## src/verilog/dds_consts.svh

```systemverilog
// constants of the sine synthesizer: widths, field positions, reset values
// assumes inclusion by bare name from the package and design files
`ifndef DDS_CONSTS_SVH
`define DDS_CONSTS_SVH

// ****************************************************************
// widths
// ****************************************************************
`define FREQ_W 18
`define CNT_W 4
`define ACC_W 22
`define ADDR_W 4
`define MAG_W 8
`define SAMPLE_W 9
`define TABLE_DEPTH 16

// ****************************************************************
// phase fields
// ****************************************************************
`define SIGN_BIT 21
`define MIRROR_BIT 20
`define ADDR_HI 19
`define ADDR_LO 16

// ****************************************************************
// step limits
// ****************************************************************
`define TOP_STEP 18'h3D090
`define STEP_MAX 22'h03FFFF
`define POS_STEP_MAX 6'h04

// ****************************************************************
// reset values and clocking
// ****************************************************************
`define ACC_RESET 22'h000000
`define SAMPLE_RESET 9'h000
`define MAG_RESET 8'h00
`define MCLK_HZ 25000000
`define NOMINAL_HZ 4194304

`endif

```

## src/verilog/dds_pkg.sv

```systemverilog
// types and the default quarter-wave contents of the sine synthesizer
// assumes dds_consts.svh on the include path
`include "dds_consts.svh"

package dds_pkg;

  typedef logic [`ACC_W-1:0] phase_t;
  typedef logic [`FREQ_W-1:0] freq_t;
  typedef logic [`ADDR_W-1:0] qaddr_t;
  typedef logic [`MAG_W-1:0] mag_t;
  typedef logic [`SAMPLE_W-1:0] sample_t;

  // sine of (i + 0.5) sixty-fourths of a turn, scaled to 255
  function automatic mag_t sineDefault(input qaddr_t idx);
    mag_t val;
    val = 8'h00;
    case (idx)
      4'h0: val = 8'h0D;
      4'h1: val = 8'h25;
      4'h2: val = 8'h3E;
      4'h3: val = 8'h56;
      4'h4: val = 8'h6D;
      4'h5: val = 8'h83;
      4'h6: val = 8'h98;
      4'h7: val = 8'hAB;
      4'h8: val = 8'hBD;
      4'h9: val = 8'hCD;
      4'hA: val = 8'hDB;
      4'hB: val = 8'hE7;
      4'hC: val = 8'hF0;
      4'hD: val = 8'hF7;
      4'hE: val = 8'hFC;
      default: val = 8'hFF;
    endcase
    return val;
  endfunction

endpackage

```

## src/verilog/table_if.sv

```systemverilog
// read and write signals between the synthesizer and its quarter table
// assumes dds_pkg compiled first
`timescale 1ns/1ps
`default_nettype none

interface table_if;
  import dds_pkg::*;
  qaddr_t rdAddr;
  mag_t rdData;
  logic wrEn;
  qaddr_t wrAddr;
  mag_t wrData;
  modport store (input rdAddr, input wrEn, input wrAddr, input wrData,
                 output rdData);
  modport user (output rdAddr, output wrEn, output wrAddr, output wrData,
                input rdData);
endinterface

`default_nettype wire
```

## src/verilog/quarter_table.sv

```systemverilog
// rewritable 16 x 8 quarter-wave amplitude store with registered read
// assumes mclk domain only; reset reloads the sine contents
`timescale 1ns/1ps
`default_nettype none
`include "dds_consts.svh"

module quarter_table
  import dds_pkg::*;
(
  // clock and reset
  input wire logic mclk,
  input wire logic rst_n,
  // table access
  table_if.store tab
);

  mag_t mem [0:`TABLE_DEPTH-1];

  // ****************************************************************
  // storage
  // ****************************************************************
  always_ff @(posedge mclk)
  begin
    if (!rst_n)
    begin
      for (int i = 0; i < `TABLE_DEPTH; i++)
      begin
        mem[i] <= sineDefault(qaddr_t'(i));
      end
    end
    else if (tab.wrEn)
    begin
      mem[tab.wrAddr] <= tab.wrData;
    end
  end

  // read returns old contents when the same word is written alongside
  always_ff @(posedge mclk)
  begin
    if (!rst_n)
      tab.rdData <= `MAG_RESET;
    else
      tab.rdData <= mem[tab.rdAddr];
  end

  // ****************************************************************
  // assertions
  // ****************************************************************
  mag_t curWord;
  assign curWord = mem[tab.rdAddr];

  property p_readData;
    @(posedge mclk) disable iff (!rst_n)
      $past(rst_n) |-> tab.rdData == $past(curWord);
  endproperty
  a_readData: assert property (p_readData)
    else $error("table read does not return addressed word");

  property p_writeBack;
    @(posedge mclk) disable iff (!rst_n)
      tab.wrEn ##1 (!tab.wrEn && tab.rdAddr == $past(tab.wrAddr))
        |=> tab.rdData == $past(tab.wrData, 2);
  endproperty
  a_writeBack: assert property (p_writeBack)
    else $error("rewritten table word not read back");

  property p_cvWrite;
    @(posedge mclk) disable iff (!rst_n)
      tab.wrEn ##1 !tab.wrEn ##1 !tab.wrEn;
  endproperty
  c_cvWrite: cover property (p_cvWrite);

endmodule

`default_nettype wire

```

## src/verilog/sine_wave_synthesizer.sv

```systemverilog
// direct digital sine synthesizer: phase accumulator, folded table, samples
// assumes one clock, frequency word and table writes from the mclk domain
`timescale 1ns/1ps
`default_nettype none
`include "dds_consts.svh"

module sine_wave_synthesizer
  import dds_pkg::*;
(
  // clock and reset
  input wire logic mclk,
  input wire logic rst_n,
  // frequency control
  input wire freq_t freqWord,
  // table rewrite
  input wire logic tableWrEn,
  input wire qaddr_t tableWrAddr,
  input wire mag_t tableWrData,
  // converter samples
  output var sample_t sampleOut,
  // accumulated phase
  output var phase_t phase
);

  // ****************************************************************
  // phase accumulator
  // ****************************************************************
  // adder width fixed; finer steps would add low bits here
  logic [`FREQ_W:0] next_low;
  logic [`CNT_W-1:0] next_high;

  assign next_low = {1'b0, phase[`FREQ_W-1:0]} + {1'b0, freqWord};
  // top bits count carries only; more of them would need a faster clock
  assign next_high = phase[`ACC_W-1:`FREQ_W]
                   + {{(`CNT_W-1){1'b0}}, next_low[`FREQ_W]};

  always_ff @(posedge mclk)
  begin
    if (!rst_n)
      phase <= `ACC_RESET;
    else
      phase <= {next_high, next_low[`FREQ_W-1:0]};
  end

  // ****************************************************************
  // folded table lookup
  // ****************************************************************
  table_if tab ();

  // address width fixed at a 16-word quarter
  assign tab.rdAddr = phase[`ADDR_HI:`ADDR_LO]
                    ^ {`ADDR_W{phase[`MIRROR_BIT]}};
  assign tab.wrEn = tableWrEn;
  assign tab.wrAddr = tableWrAddr;
  assign tab.wrData = tableWrData;

  quarter_table u_table (
    .mclk (mclk),
    .rst_n (rst_n),
    .tab (tab)
  );

  // ****************************************************************
  // sample output
  // ****************************************************************
  logic signDelay;

  always_ff @(posedge mclk)
  begin
    if (!rst_n)
      signDelay <= 1'b0;
    else
      signDelay <= phase[`SIGN_BIT];
  end

  always_ff @(posedge mclk)
  begin
    if (!rst_n)
      sampleOut <= `SAMPLE_RESET;
    else
      sampleOut <= {signDelay, tab.rdData};
  end

  // ****************************************************************
  // assertions
  // ****************************************************************
  logic tableTouched;

  always_ff @(posedge mclk)
  begin
    if (!rst_n)
      tableTouched <= 1'b0;
    else if (tableWrEn)
      tableTouched <= 1'b1;
  end

  property p_accStep;
    @(posedge mclk) disable iff (!rst_n)
      $past(rst_n) |->
        phase == phase_t'($past(phase) + {4'h0, $past(freqWord)});
  endproperty
  a_accStep: assert property (p_accStep)
    else $error("phase did not advance by the frequency word");

  property p_noPhaseJump;
    @(posedge mclk) disable iff (!rst_n)
      (freqWord != $past(freqWord)) |=>
        phase_t'(phase - $past(phase)) == {4'h0, $past(freqWord)};
  endproperty
  a_noPhaseJump: assert property (p_noPhaseJump)
    else $error("phase jumped on frequency change");

  property p_reset;
    @(posedge mclk)
      !rst_n |=> phase == `ACC_RESET;
  endproperty
  a_reset: assert property (p_reset)
    else $error("phase not cleared by reset");

  property p_upperHold;
    @(posedge mclk) disable iff (!rst_n)
      !next_low[`FREQ_W] |=>
        phase[`ACC_W-1:`FREQ_W] == $past(phase[`ACC_W-1:`FREQ_W]);
  endproperty
  a_upperHold: assert property (p_upperHold)
    else $error("top phase bits moved without a carry");

  property p_upperCarry;
    @(posedge mclk) disable iff (!rst_n)
      next_low[`FREQ_W] |=>
        phase[`ACC_W-1:`FREQ_W] == $past(phase[`ACC_W-1:`FREQ_W]) + 4'h1;
  endproperty
  a_upperCarry: assert property (p_upperCarry)
    else $error("top phase bits missed a carry");

  property p_sign;
    @(posedge mclk) disable iff (!rst_n)
      ($past(rst_n) && $past(rst_n, 2)) |->
        sampleOut[`SAMPLE_W-1] == $past(phase[`SIGN_BIT], 2);
  endproperty
  a_sign: assert property (p_sign)
    else $error("sample sign does not follow top phase bit");

  property p_mirror;
    @(posedge mclk) disable iff (!rst_n)
      ($past(rst_n) && $past(rst_n, 2) && !tableTouched) |->
        sampleOut[`MAG_W-1:0] == sineDefault(
          $past(phase[`ADDR_HI:`ADDR_LO], 2)
          ^ {`ADDR_W{$past(phase[`MIRROR_BIT], 2)}});
  endproperty
  a_mirror: assert property (p_mirror)
    else $error("folded magnitude does not match quarter table");

  // ****************************************************************
  // phase arithmetic assertions
  // ****************************************************************
  property p_lowStep;
    @(posedge mclk) disable iff (!rst_n)
      $past(rst_n) |-> phase[`FREQ_W-1:0]
        == freq_t'($past(phase[`FREQ_W-1:0]) + $past(freqWord));
  endproperty
  a_lowStep: assert property (p_lowStep)
    else $error("low phase bits did not add the frequency word");

  property p_stepBound;
    @(posedge mclk) disable iff (!rst_n)
      $past(rst_n) |->
        phase_t'(phase - $past(phase)) <= `STEP_MAX;
  endproperty
  a_stepBound: assert property (p_stepBound)
    else $error("phase step exceeds the frequency word range");

  property p_highStep;
    @(posedge mclk) disable iff (!rst_n)
      $past(rst_n) |-> 4'(phase[`ACC_W-1:`FREQ_W]
        - $past(phase[`ACC_W-1:`FREQ_W])) <= 4'h1;
  endproperty
  a_highStep: assert property (p_highStep)
    else $error("top phase bits moved by more than one");

  property p_wrap;
    @(posedge mclk) disable iff (!rst_n)
      ($past(rst_n) && phase < $past(phase)) |->
        ($past(phase[`ACC_W-1:`FREQ_W]) == 4'hF
          && phase[`ACC_W-1:`FREQ_W] == 4'h0);
  endproperty
  a_wrap: assert property (p_wrap)
    else $error("phase fell back without a counter wrap");

  property p_zeroHold;
    @(posedge mclk) disable iff (!rst_n)
      (freqWord == 18'h00000) |=>
        $stable(phase);
  endproperty
  a_zeroHold: assert property (p_zeroHold)
    else $error("phase moved with a zero frequency word");

  property p_lookupRate;
    @(posedge mclk) disable iff (!rst_n)
      (freqWord <= `TOP_STEP) |=> 6'(phase[`SIGN_BIT:`ADDR_LO]
        - $past(phase[`SIGN_BIT:`ADDR_LO])) <= `POS_STEP_MAX;
  endproperty
  a_lookupRate: assert property (p_lookupRate)
    else $error("table position skipped too far for a top-rate word");

  // ****************************************************************
  // fold, sample and table write assertions
  // ****************************************************************
  property p_directAddr;
    @(posedge mclk) disable iff (!rst_n)
      !phase[`MIRROR_BIT] |->
        tab.rdAddr == phase[`ADDR_HI:`ADDR_LO];
  endproperty
  a_directAddr: assert property (p_directAddr)
    else $error("rising quarter address is not the phase field");

  property p_mirrorAddr;
    @(posedge mclk) disable iff (!rst_n)
      phase[`MIRROR_BIT] |->
        tab.rdAddr == ~phase[`ADDR_HI:`ADDR_LO];
  endproperty
  a_mirrorAddr: assert property (p_mirrorAddr)
    else $error("falling quarter address is not mirrored");

  property p_signDelay;
    @(posedge mclk) disable iff (!rst_n)
      $past(rst_n) |->
        signDelay == $past(phase[`SIGN_BIT]);
  endproperty
  a_signDelay: assert property (p_signDelay)
    else $error("sign delay does not hold the top phase bit");

  property p_sampleData;
    @(posedge mclk) disable iff (!rst_n)
      $past(rst_n) |->
        sampleOut[`MAG_W-1:0] == $past(tab.rdData);
  endproperty
  a_sampleData: assert property (p_sampleData)
    else $error("sample magnitude is not the table read word");

  property p_tableWrite;
    @(posedge mclk) disable iff (!rst_n)
      tableWrEn |->
        (tab.wrEn && tab.wrAddr == tableWrAddr && tab.wrData == tableWrData);
  endproperty
  a_tableWrite: assert property (p_tableWrite)
    else $error("table write request not passed to the store");

  // ****************************************************************
  // reset and start assertions, then coverage of frequency change, sign flip, mirror and zero hold
  // ****************************************************************
  property p_sampleReset;
    @(posedge mclk)
      !rst_n |=>
        (sampleOut == `SAMPLE_RESET && signDelay == 1'b0);
  endproperty
  a_sampleReset: assert property (p_sampleReset)
    else $error("sample path not cleared by reset");

  property p_firstStep;
    @(posedge mclk)
      (!rst_n ##1 rst_n) |=>
        phase == phase_t'({4'h0, $past(freqWord)});
  endproperty
  a_firstStep: assert property (p_firstStep)
    else $error("first step after reset did not start from zero phase");

  property p_cvFreqChange;
    @(posedge mclk) disable iff (!rst_n)
      (freqWord != $past(freqWord)) ##1 (freqWord == $past(freqWord));
  endproperty
  c_cvFreqChange: cover property (p_cvFreqChange);

  property p_cvSignFlip;
    @(posedge mclk) disable iff (!rst_n)
      $rose(sampleOut[`SAMPLE_W-1]);
  endproperty
  c_cvSignFlip: cover property (p_cvSignFlip);

  property p_cvMirror;
    @(posedge mclk) disable iff (!rst_n)
      $rose(phase[`MIRROR_BIT]) ##1 !tableTouched;
  endproperty
  c_cvMirror: cover property (p_cvMirror);

  property p_cvZeroHold;
    @(posedge mclk) disable iff (!rst_n)
      (freqWord == 18'h00000) ##1 (freqWord == 18'h00000);
  endproperty
  c_cvZeroHold: cover property (p_cvZeroHold);

endmodule

`default_nettype wire

```

## config.mk

```make
export PLATFORM = sky130hd
export DESIGN_NAME = sine_wave_synthesizer
export DESIGN_NICKNAME = d
export VERILOG_FILES = /design/src/verilog/dds_pkg.sv /design/src/verilog/table_if.sv /design/src/verilog/quarter_table.sv /design/src/verilog/sine_wave_synthesizer.sv
export VERILOG_INCLUDE_DIRS = /design/src /design/src/verilog
export SDC_FILE = /design/constraint.sdc
export NUM_CORES = 1
export LEC_CHECK = 0
export ABC_CLOCK_PERIOD_IN_PS = 6800
export BUFFER_PORTS_ARGS = -buffer_cell sky130_fd_sc_hd__buf_2
export CAP_MARGIN = 20
export CORE_ASPECT_RATIO = 2
export CORE_MARGIN = 2
export CORE_UTILIZATION = 44
export DETAILED_ROUTE_END_ITERATION = 7
export SLEW_MARGIN = 10
export SYNTH_ARGS = -nofsm -noshare
export SYNTH_HDL_FRONTEND = slang
export SYNTH_SLANG_ARGS = --single-unit
```

## constraint.sdc

```tcl
create_clock -name mclk -period 6.8 [get_ports mclk]
set_input_delay 0.68 -clock mclk [delete_from_list [all_inputs] [get_ports mclk]]
set_output_delay 0.68 -clock mclk [all_outputs]
set_load 0.005 [all_outputs]
```

==> results of run 1 <==
## state kept, by name, indices dropped and copies added (netlist names)
name	count
u_table.mem	128
phase	22
sampleOut	9
u_table.tab.rdData	8
signDelay	1
## cell type report
type / instances / share of cell area (%)
Clock inverter: 10 / 0.869
Multi-Input combinational cell: 618 / 40.1
Clock buffer: 22 / 5.25
Sequential cell: 168 / 46.1
Tap cell: 266 / 3.30
Timing Repair Buffer: 80 / 4.25
Inverter: 2 / 0.0745
## metrics by stage
step                hold WS [ns]  setup slack (ns)  area, sq um  power [W]
finish                     0.435              3.55        10100    0.00355
global route               0.446              3.27        10100    0.00373
CTS                        0.439              3.53        10100    0.00355
detailed placement         0.421              3.07         9440    0.00257
global placement           0.416              3.07         9430    0.00255
floorplan                  0.412              3.57         9010    0.00220
## cells in the final DEF (no fill, tap or decap), types with 2 or more instances in the layout
| cell type | count |
|---|---|
| nand2_1 | 51 |
| and2_1 | 62 |
| a21oi_1 | 76 |
| mux2i_1 | 67 |
| or3_1 | 52 |
| inv_6 | 6 |
| a211oi_1 | 7 |
| a22o_1 | 33 |
| nor4_1 | 3 |
| clkbuf_16 | 21 |
| a21o_1 | 10 |
| dfxtp_1 | 38 |
| o21a_1 | 2 |
| buf_4 | 11 |
| and3_1 | 2 |
| inv_1 | 2 |
| xor2_1 | 6 |
| o21bai_1 | 2 |
| nor2b_1 | 6 |
| edfxtp_1 | 128 |
| ha_1 | 21 |
| xnor2_1 | 5 |
| clkinv_4 | 2 |
| nor2_1 | 27 |
| buf_2 | 66 |
| clkbuf_2 | 3 |
| nand2b_1 | 20 |
| o211ai_1 | 2 |
| nand3_1 | 4 |
| nor3_1 | 20 |
| a22oi_1 | 23 |
| o21ai_0 | 88 |
| nand4_1 | 2 |
| or2_2 | 8 |
| o21ai_1 | 2 |
## routing by layer
| layer | GRT usage [%] | routed length [microns] |
|---|---|---|
| met1 | 25.5 | 9460 |
| met2 | 46.7 | 14100 |
| met3 | 4.23 | 995 |
| met4 | 16.9 | 1700 |
| met5 | 0 | 0 |
## cells by family (layout without fill, tap and decap cells)
kind of cell | Yosys count | count (layout) | synth area share (%)
buf+inv | 78 | 114 | 3.64
compound gates | 257 | 257 | 17.4
mux | 67 | 67 | 7.44
fa+ha+maj | 22 | 22 | 3.14
flops | 168 | 168 | 51.5
xor+xnor | 11 | 11 | 1.07
simple gates | 261 | 261 | 15.7
## power by group
group | internal (W) | total, W | switching (W)
Sequential | 0.00123 | 0.00136 | 0.000127
Clock | 0.000566 | 0.000993 | 0.000427
Combinational | 0.000492 | 0.00120 | 0.000705
Total | 0.00229 | 0.00355 | 0.00126
## final timing paths
kind | start | end | slack [ns] | cells after the start
setup / recovery | freqWord[0] | phase[20] | 3.55 | 13
hold / removal | u_table.tab.rdData[1] | sampleOut[1] | 0.43 | 1
setup reg to reg | phase[0] | phase[20] | 3.60 | 12
hold reg to reg | u_table.tab.rdData[1] | sampleOut[1] | 0.43 | 1
## worst max-delay path, delay by kind of cell
family                     cells  cell delay (ns)
adders and majority gates      4             1.06
and+or+nand+nor                3             0.44
xor gates and xnor gates       1             0.13
buffers and inverters          1             0.10
AOI/OAI and AO/OA              4             1.17
==> impl_metrics.ini, run 1 <==
[cells_and_area]
drive_gt1_share_pct = 14.1
fin_util_pct = 49.7
multi_input_area_sq_um = 4050
regArea_sq_um = 4650
stdcell_count = 1166
antenna_cells = 0
fin_nets = 942
fill_cells = 1865
syn_to_final_growth_pct = 11.9

[global_route]
grt_pass1_vias = 7070
grt_use_total_pct = 25.2
grt_max_degree = 53
antenna_found_initial = 0
gr-total-overflow = 0
grt_pass1_wl_mm = 40.6

[job]
cap_violations = 0

[synthesis]
synth_top_area_share_pct = 42.7
ys_types = 50
synth_area_leader_cell = edfxtp_1
synthTopCellsByArea = edfxtp_1 (43%), dfxtp_1 (8.9%), mux2i_1 (7.4%)
syn_inst = 864
synth_common_cells = edfxtp_1 (128), o21ai_0 (90), a21oi_1 (76)
syn_nets = 919
syn_area_sq_um = 9010
synth_edf_count = 128
synth_warnings = 0
synth-seq-cells = 168
seq_area_frac_synth_pct = 51.5
synthArstFlopShare_pct = 0
avgSynthCellArea_sq_um = 10.4
yosysMostFrequentCell = edfxtp_1
yosys_most_used_dff = edfxtp_1

[clocking]
insertion_delay_ns = 0.44
clock-sinks = 168
cts_made_buffers = 17
cts_max_level = 4
cts_resized = 0
cts_hold_buf = 0
cts_max_path_buffers = 2
post_cts_buffers = 0
cts_tree = yes
cts.reportedPaths.clkPinSlew_ns = 0.07
clockRootBuffer = clkbuf_16

[sta]
fin_skew_ns = 0.0107
max_freq_mhz = 308
setup_tns_ns = 0
min_period_over_period_pct = 47.8
tightestPinTransition_ns = 1.10
final_max_slew_viol_count = 0
hold_viol = 0
rsz0062_at_grt = no
max-slew-margin-rel_pct = 25.8
report.final.setup_viol = 0
finalCriticalPeriod_ns = 3.25

[worst_setup_path]
crit_path_cell_trace = buf_2 > ha_1 > fa_1 > a211oi_1 > nor3_1 > o21ai_2 > o41ai_1 > a2111oi_0 > nor2_1 > ha_1 > ha_1 > xor2_1 > and2_1
required_ns = 7.14
cpMostUsedCell = ha_1
cp-start-kind = input pin
crit_path_max_fanout = 6
cp.arrival_ns = 3.59
max_stage_delay_ns = 0.43
end_kind = flip-flop
worstSetupPathType = input pin to flip-flop
slowest_stage = fa_1

[power]
leakage_nw = 3.80
powerDensity_nw_per_um2 = 352
irDropWorstVdd_uv = 279

[place]
hpwlAfterDp_mm = 18.2
gp_congestion = 0.860
dp_cells = 1129
port_buffers = 63

[floorplan]
start_util_pct = 44.4
die_width_microns = 105
die_area_sq_um = 21700
core_area_sq_um = 20300
io_pins = 64
fp.dieH_microns = 206
rows = 74

[routing]
drt-initial-drc-count = 492
route.antenna.remaining_nets = 0
first_pass_iters = 5
postRouteWirelength_mm = 26.3
via_per_inst = 5.99
drc = 0
num_vias = 6987
post_drt_wl_per_cell_microns = 22.5

[worst_hold_path]
hold_path.class = flip-flop to flip-flop

[outcome]
status = finished clean
Note: power is estimated with default switching activity, not from simulation.
==> inputs of run 2 (changes only) <==
--- a/config.mk
+++ b/config.mk
@@ -6,7 +6,7 @@
 export SDC_FILE = /design/constraint.sdc
 export NUM_CORES = 1
 export LEC_CHECK = 0
-export ABC_CLOCK_PERIOD_IN_PS = 6800
+export ABC_CLOCK_PERIOD_IN_PS = 2900
 export BUFFER_PORTS_ARGS = -buffer_cell sky130_fd_sc_hd__buf_2
 export CAP_MARGIN = 20
 export CORE_ASPECT_RATIO = 2
==> constraint.sdc (replaced) <==
create_clock -name mclk -period 2.9 [get_ports mclk]
set_input_delay 0.29 -clock mclk [delete_from_list [all_inputs] [get_ports mclk]]
set_output_delay 0.29 -clock mclk [all_outputs]
set_load 0.005 [all_outputs]
==> run 2 against run 1 <==
  * The run now ends with setup timing left
  * Total power grew 140%
  * First-iteration DRC count shrank 20%
  * Flip-flop and latch count is the same
  * Sequential share of layout area shrank 1.4 points
  * Cell count grew 2.8%
  * Core utilization grew 1.6 points
  * Cell area grew 3.1%
  * Global-route usage shrank 0.96 points
  * Sequential power grew 130%
  * Critical path depth is the same
  * Combinational power grew 150%
  * Largest power group unchanged
==> impl_metrics.ini, run 2 (same netlist as run 1, synthesis figures left out) <==
[outcome]
status = complete, but fails checks
violations = setup timing

[clocking]
clock-sinks = 168
cts_max_path_buffers = 2
clockRootBuffer = clkbuf_16
cts_made_buffers = 17
insertion_delay_ns = 0.45
cts_tree = yes
cts_max_level = 4
cts.reportedPaths.clkPinSlew_ns = 0.07

[routing]
route.antenna.remaining_nets = 0
post_drt_wl_per_cell_microns = 21.5
drc = 0
via_per_inst = 5.83
first_pass_iters = 5
num_vias = 6996
postRouteWirelength_mm = 25.8
drt-initial-drc-count = 393

[cells_and_area]
mostFrequentLayoutCells = edfxtp_1 (128), o21ai_0 (90), a21oi_1 (76)
antenna_cells = 0
largest_register_ffs = 128
largest-register = u_table.mem
finish.instance_area_sq_um = 10400
syn_to_final_growth_pct = 15.4
final_common_cell = edfxtp_1
top_regs = u_table.mem x128, phase x22, sampleOut x9
fin_nets = 975
drive_gt1_share_pct = 18.3

[worst_hold_path]
hold_path_end = phase[0]
min_delay_path_depth = 3
hold_path.class = input pin to flip-flop
hp-start = freqWord[0]

[sta]
report.final.setup_viol = 1
max_freq_mhz = 344
rsz0062_at_grt = yes
fin_ws_ns = -0.00875
tightestPinTransition_ns = 0.722
finalCriticalPeriod_ns = 2.91
fin_skew_ns = 0.0103
setup_tns_ns = -0.00875
min_period_over_period_pct = 100
hold_viol = 0
final_max_slew_viol_count = 0
max-slew-margin-rel_pct = 51.8

[floorplan]
start_util_pct = 44.4
die_width_microns = 105
core_area_sq_um = 20300
rows = 74
die_area_sq_um = 21700
fp.dieH_microns = 206
io_pins = 64

[global_route]
grt_max_degree = 68
grt_pass1_vias = 7049
gr-total-overflow = 0
grt_use_total_pct = 24.3
grt_pass1_wl_mm = 39.1
antenna_found_initial = 0

[worst_setup_path]
cp.arrival_ns = 3.25
timing.rr.end = phase[20]
max_stage_delay_ns = 0.39
r2r_slack_ns = -0.009
r2r_start = phase[0]
worstSetupPathType = flip-flop to flip-flop
cp-start-kind = flip-flop
slowest_stage = fa_2
end_kind = flip-flop
cpMostUsedCell = ha_2
required_ns = 3.24
r2r_cells = 13
crit_path_max_fanout = 3
crit_path_cell_trace = ha_4 > fa_2 > a211oi_2 > buf_4 > nor3_2 > o21ai_2 > o41ai_2 > a2111oi_2 > nor2_1 > ha_2 > ha_2 > xor2_1 > and2_1

[place]
port_buffers = 63
gp_congestion = 0.859
place_area_sq_um = 9740
pre_cts_slack_ns = -0.255
hpwlAfterDp_mm = 17.5

[power]
irDropWorstVdd_uv = 537
leakage_nw = 3.96
powerDensity_nw_per_um2 = 813

[job]
cap_violations = 0
## run 2: worst max-delay path by stage
stage	from	end	cells after the start
after floorplan	phase[0]	phase[20]	12
after global placement	freqWord[0]	phase[20]	14
after detailed placement	freqWord[0]	phase[20]	14
after CTS	phase[0]	phase[20]	13
after global routing	phase[0]	phase[20]	13
final	phase[0]	phase[20]	13
## run 2: cell type report
cell class	instances	area, sq um
sequential	168	4650
inverter	2	7.51
timing repair buffer	113	716
fill	1838	9880
multi-input combinational	618	4090
tap	266	333
clock buffer	19	475
clock inverter	13	128
## run 2: routing by layer
metal	track usage (%)	part of all wire, %	wire length, microns	up-vias
li1	-	-	-	3300
met1	24.8	35	9070	3408
met4	13.5	4.5	1170	0
met3	3.85	4.9	1270	61
met2	46.1	55	14300	227
met5	0	0	0	-
## run 2: repair_timing
action                                  CTS  global route
hold buffers                              0             0
resized for setup                         3             9
endpoints found under the setup margin    2             4
pin swaps                                 4             7
setup buffers                             0             1
## run 2: critical path, delay by kind of cell, from the launching register on
kind                       cells  cell delay, ns
AOI/OAI and AO/OA              4            0.95
adders and majority gates      4            0.92
DFF                            1            0.34
and+or+nand+nor                3            0.30
buffers and inverters          1            0.16
xor gates and xnor gates       1            0.13
## run 2: power by group
| part | total (W) | internal [W] | switching (W) | leakage, nW |
|---|---|---|---|---|
| clock | 0.00232 | 0.00131 | 0.00101 | 0.304 |
| sequential | 0.00315 | 0.00288 | 0.000263 | 1.59 |
| combinational | 0.00299 | 0.00127 | 0.00172 | 2.07 |
## run 2: through the flow
stage	total power, W	cells	utilization, %	hold slack (ns)
after floorplan	0.00517	864	-	0.412
after global placement	0.00610	1166	48.0	0.417
after detailed placement	0.00613	1166	48.0	0.419
after CTS	0.00845	1198	51.0	0.165
after global routing	0.00885	1199	51.3	0.212
final	0.00845	1199	51.3	0.203
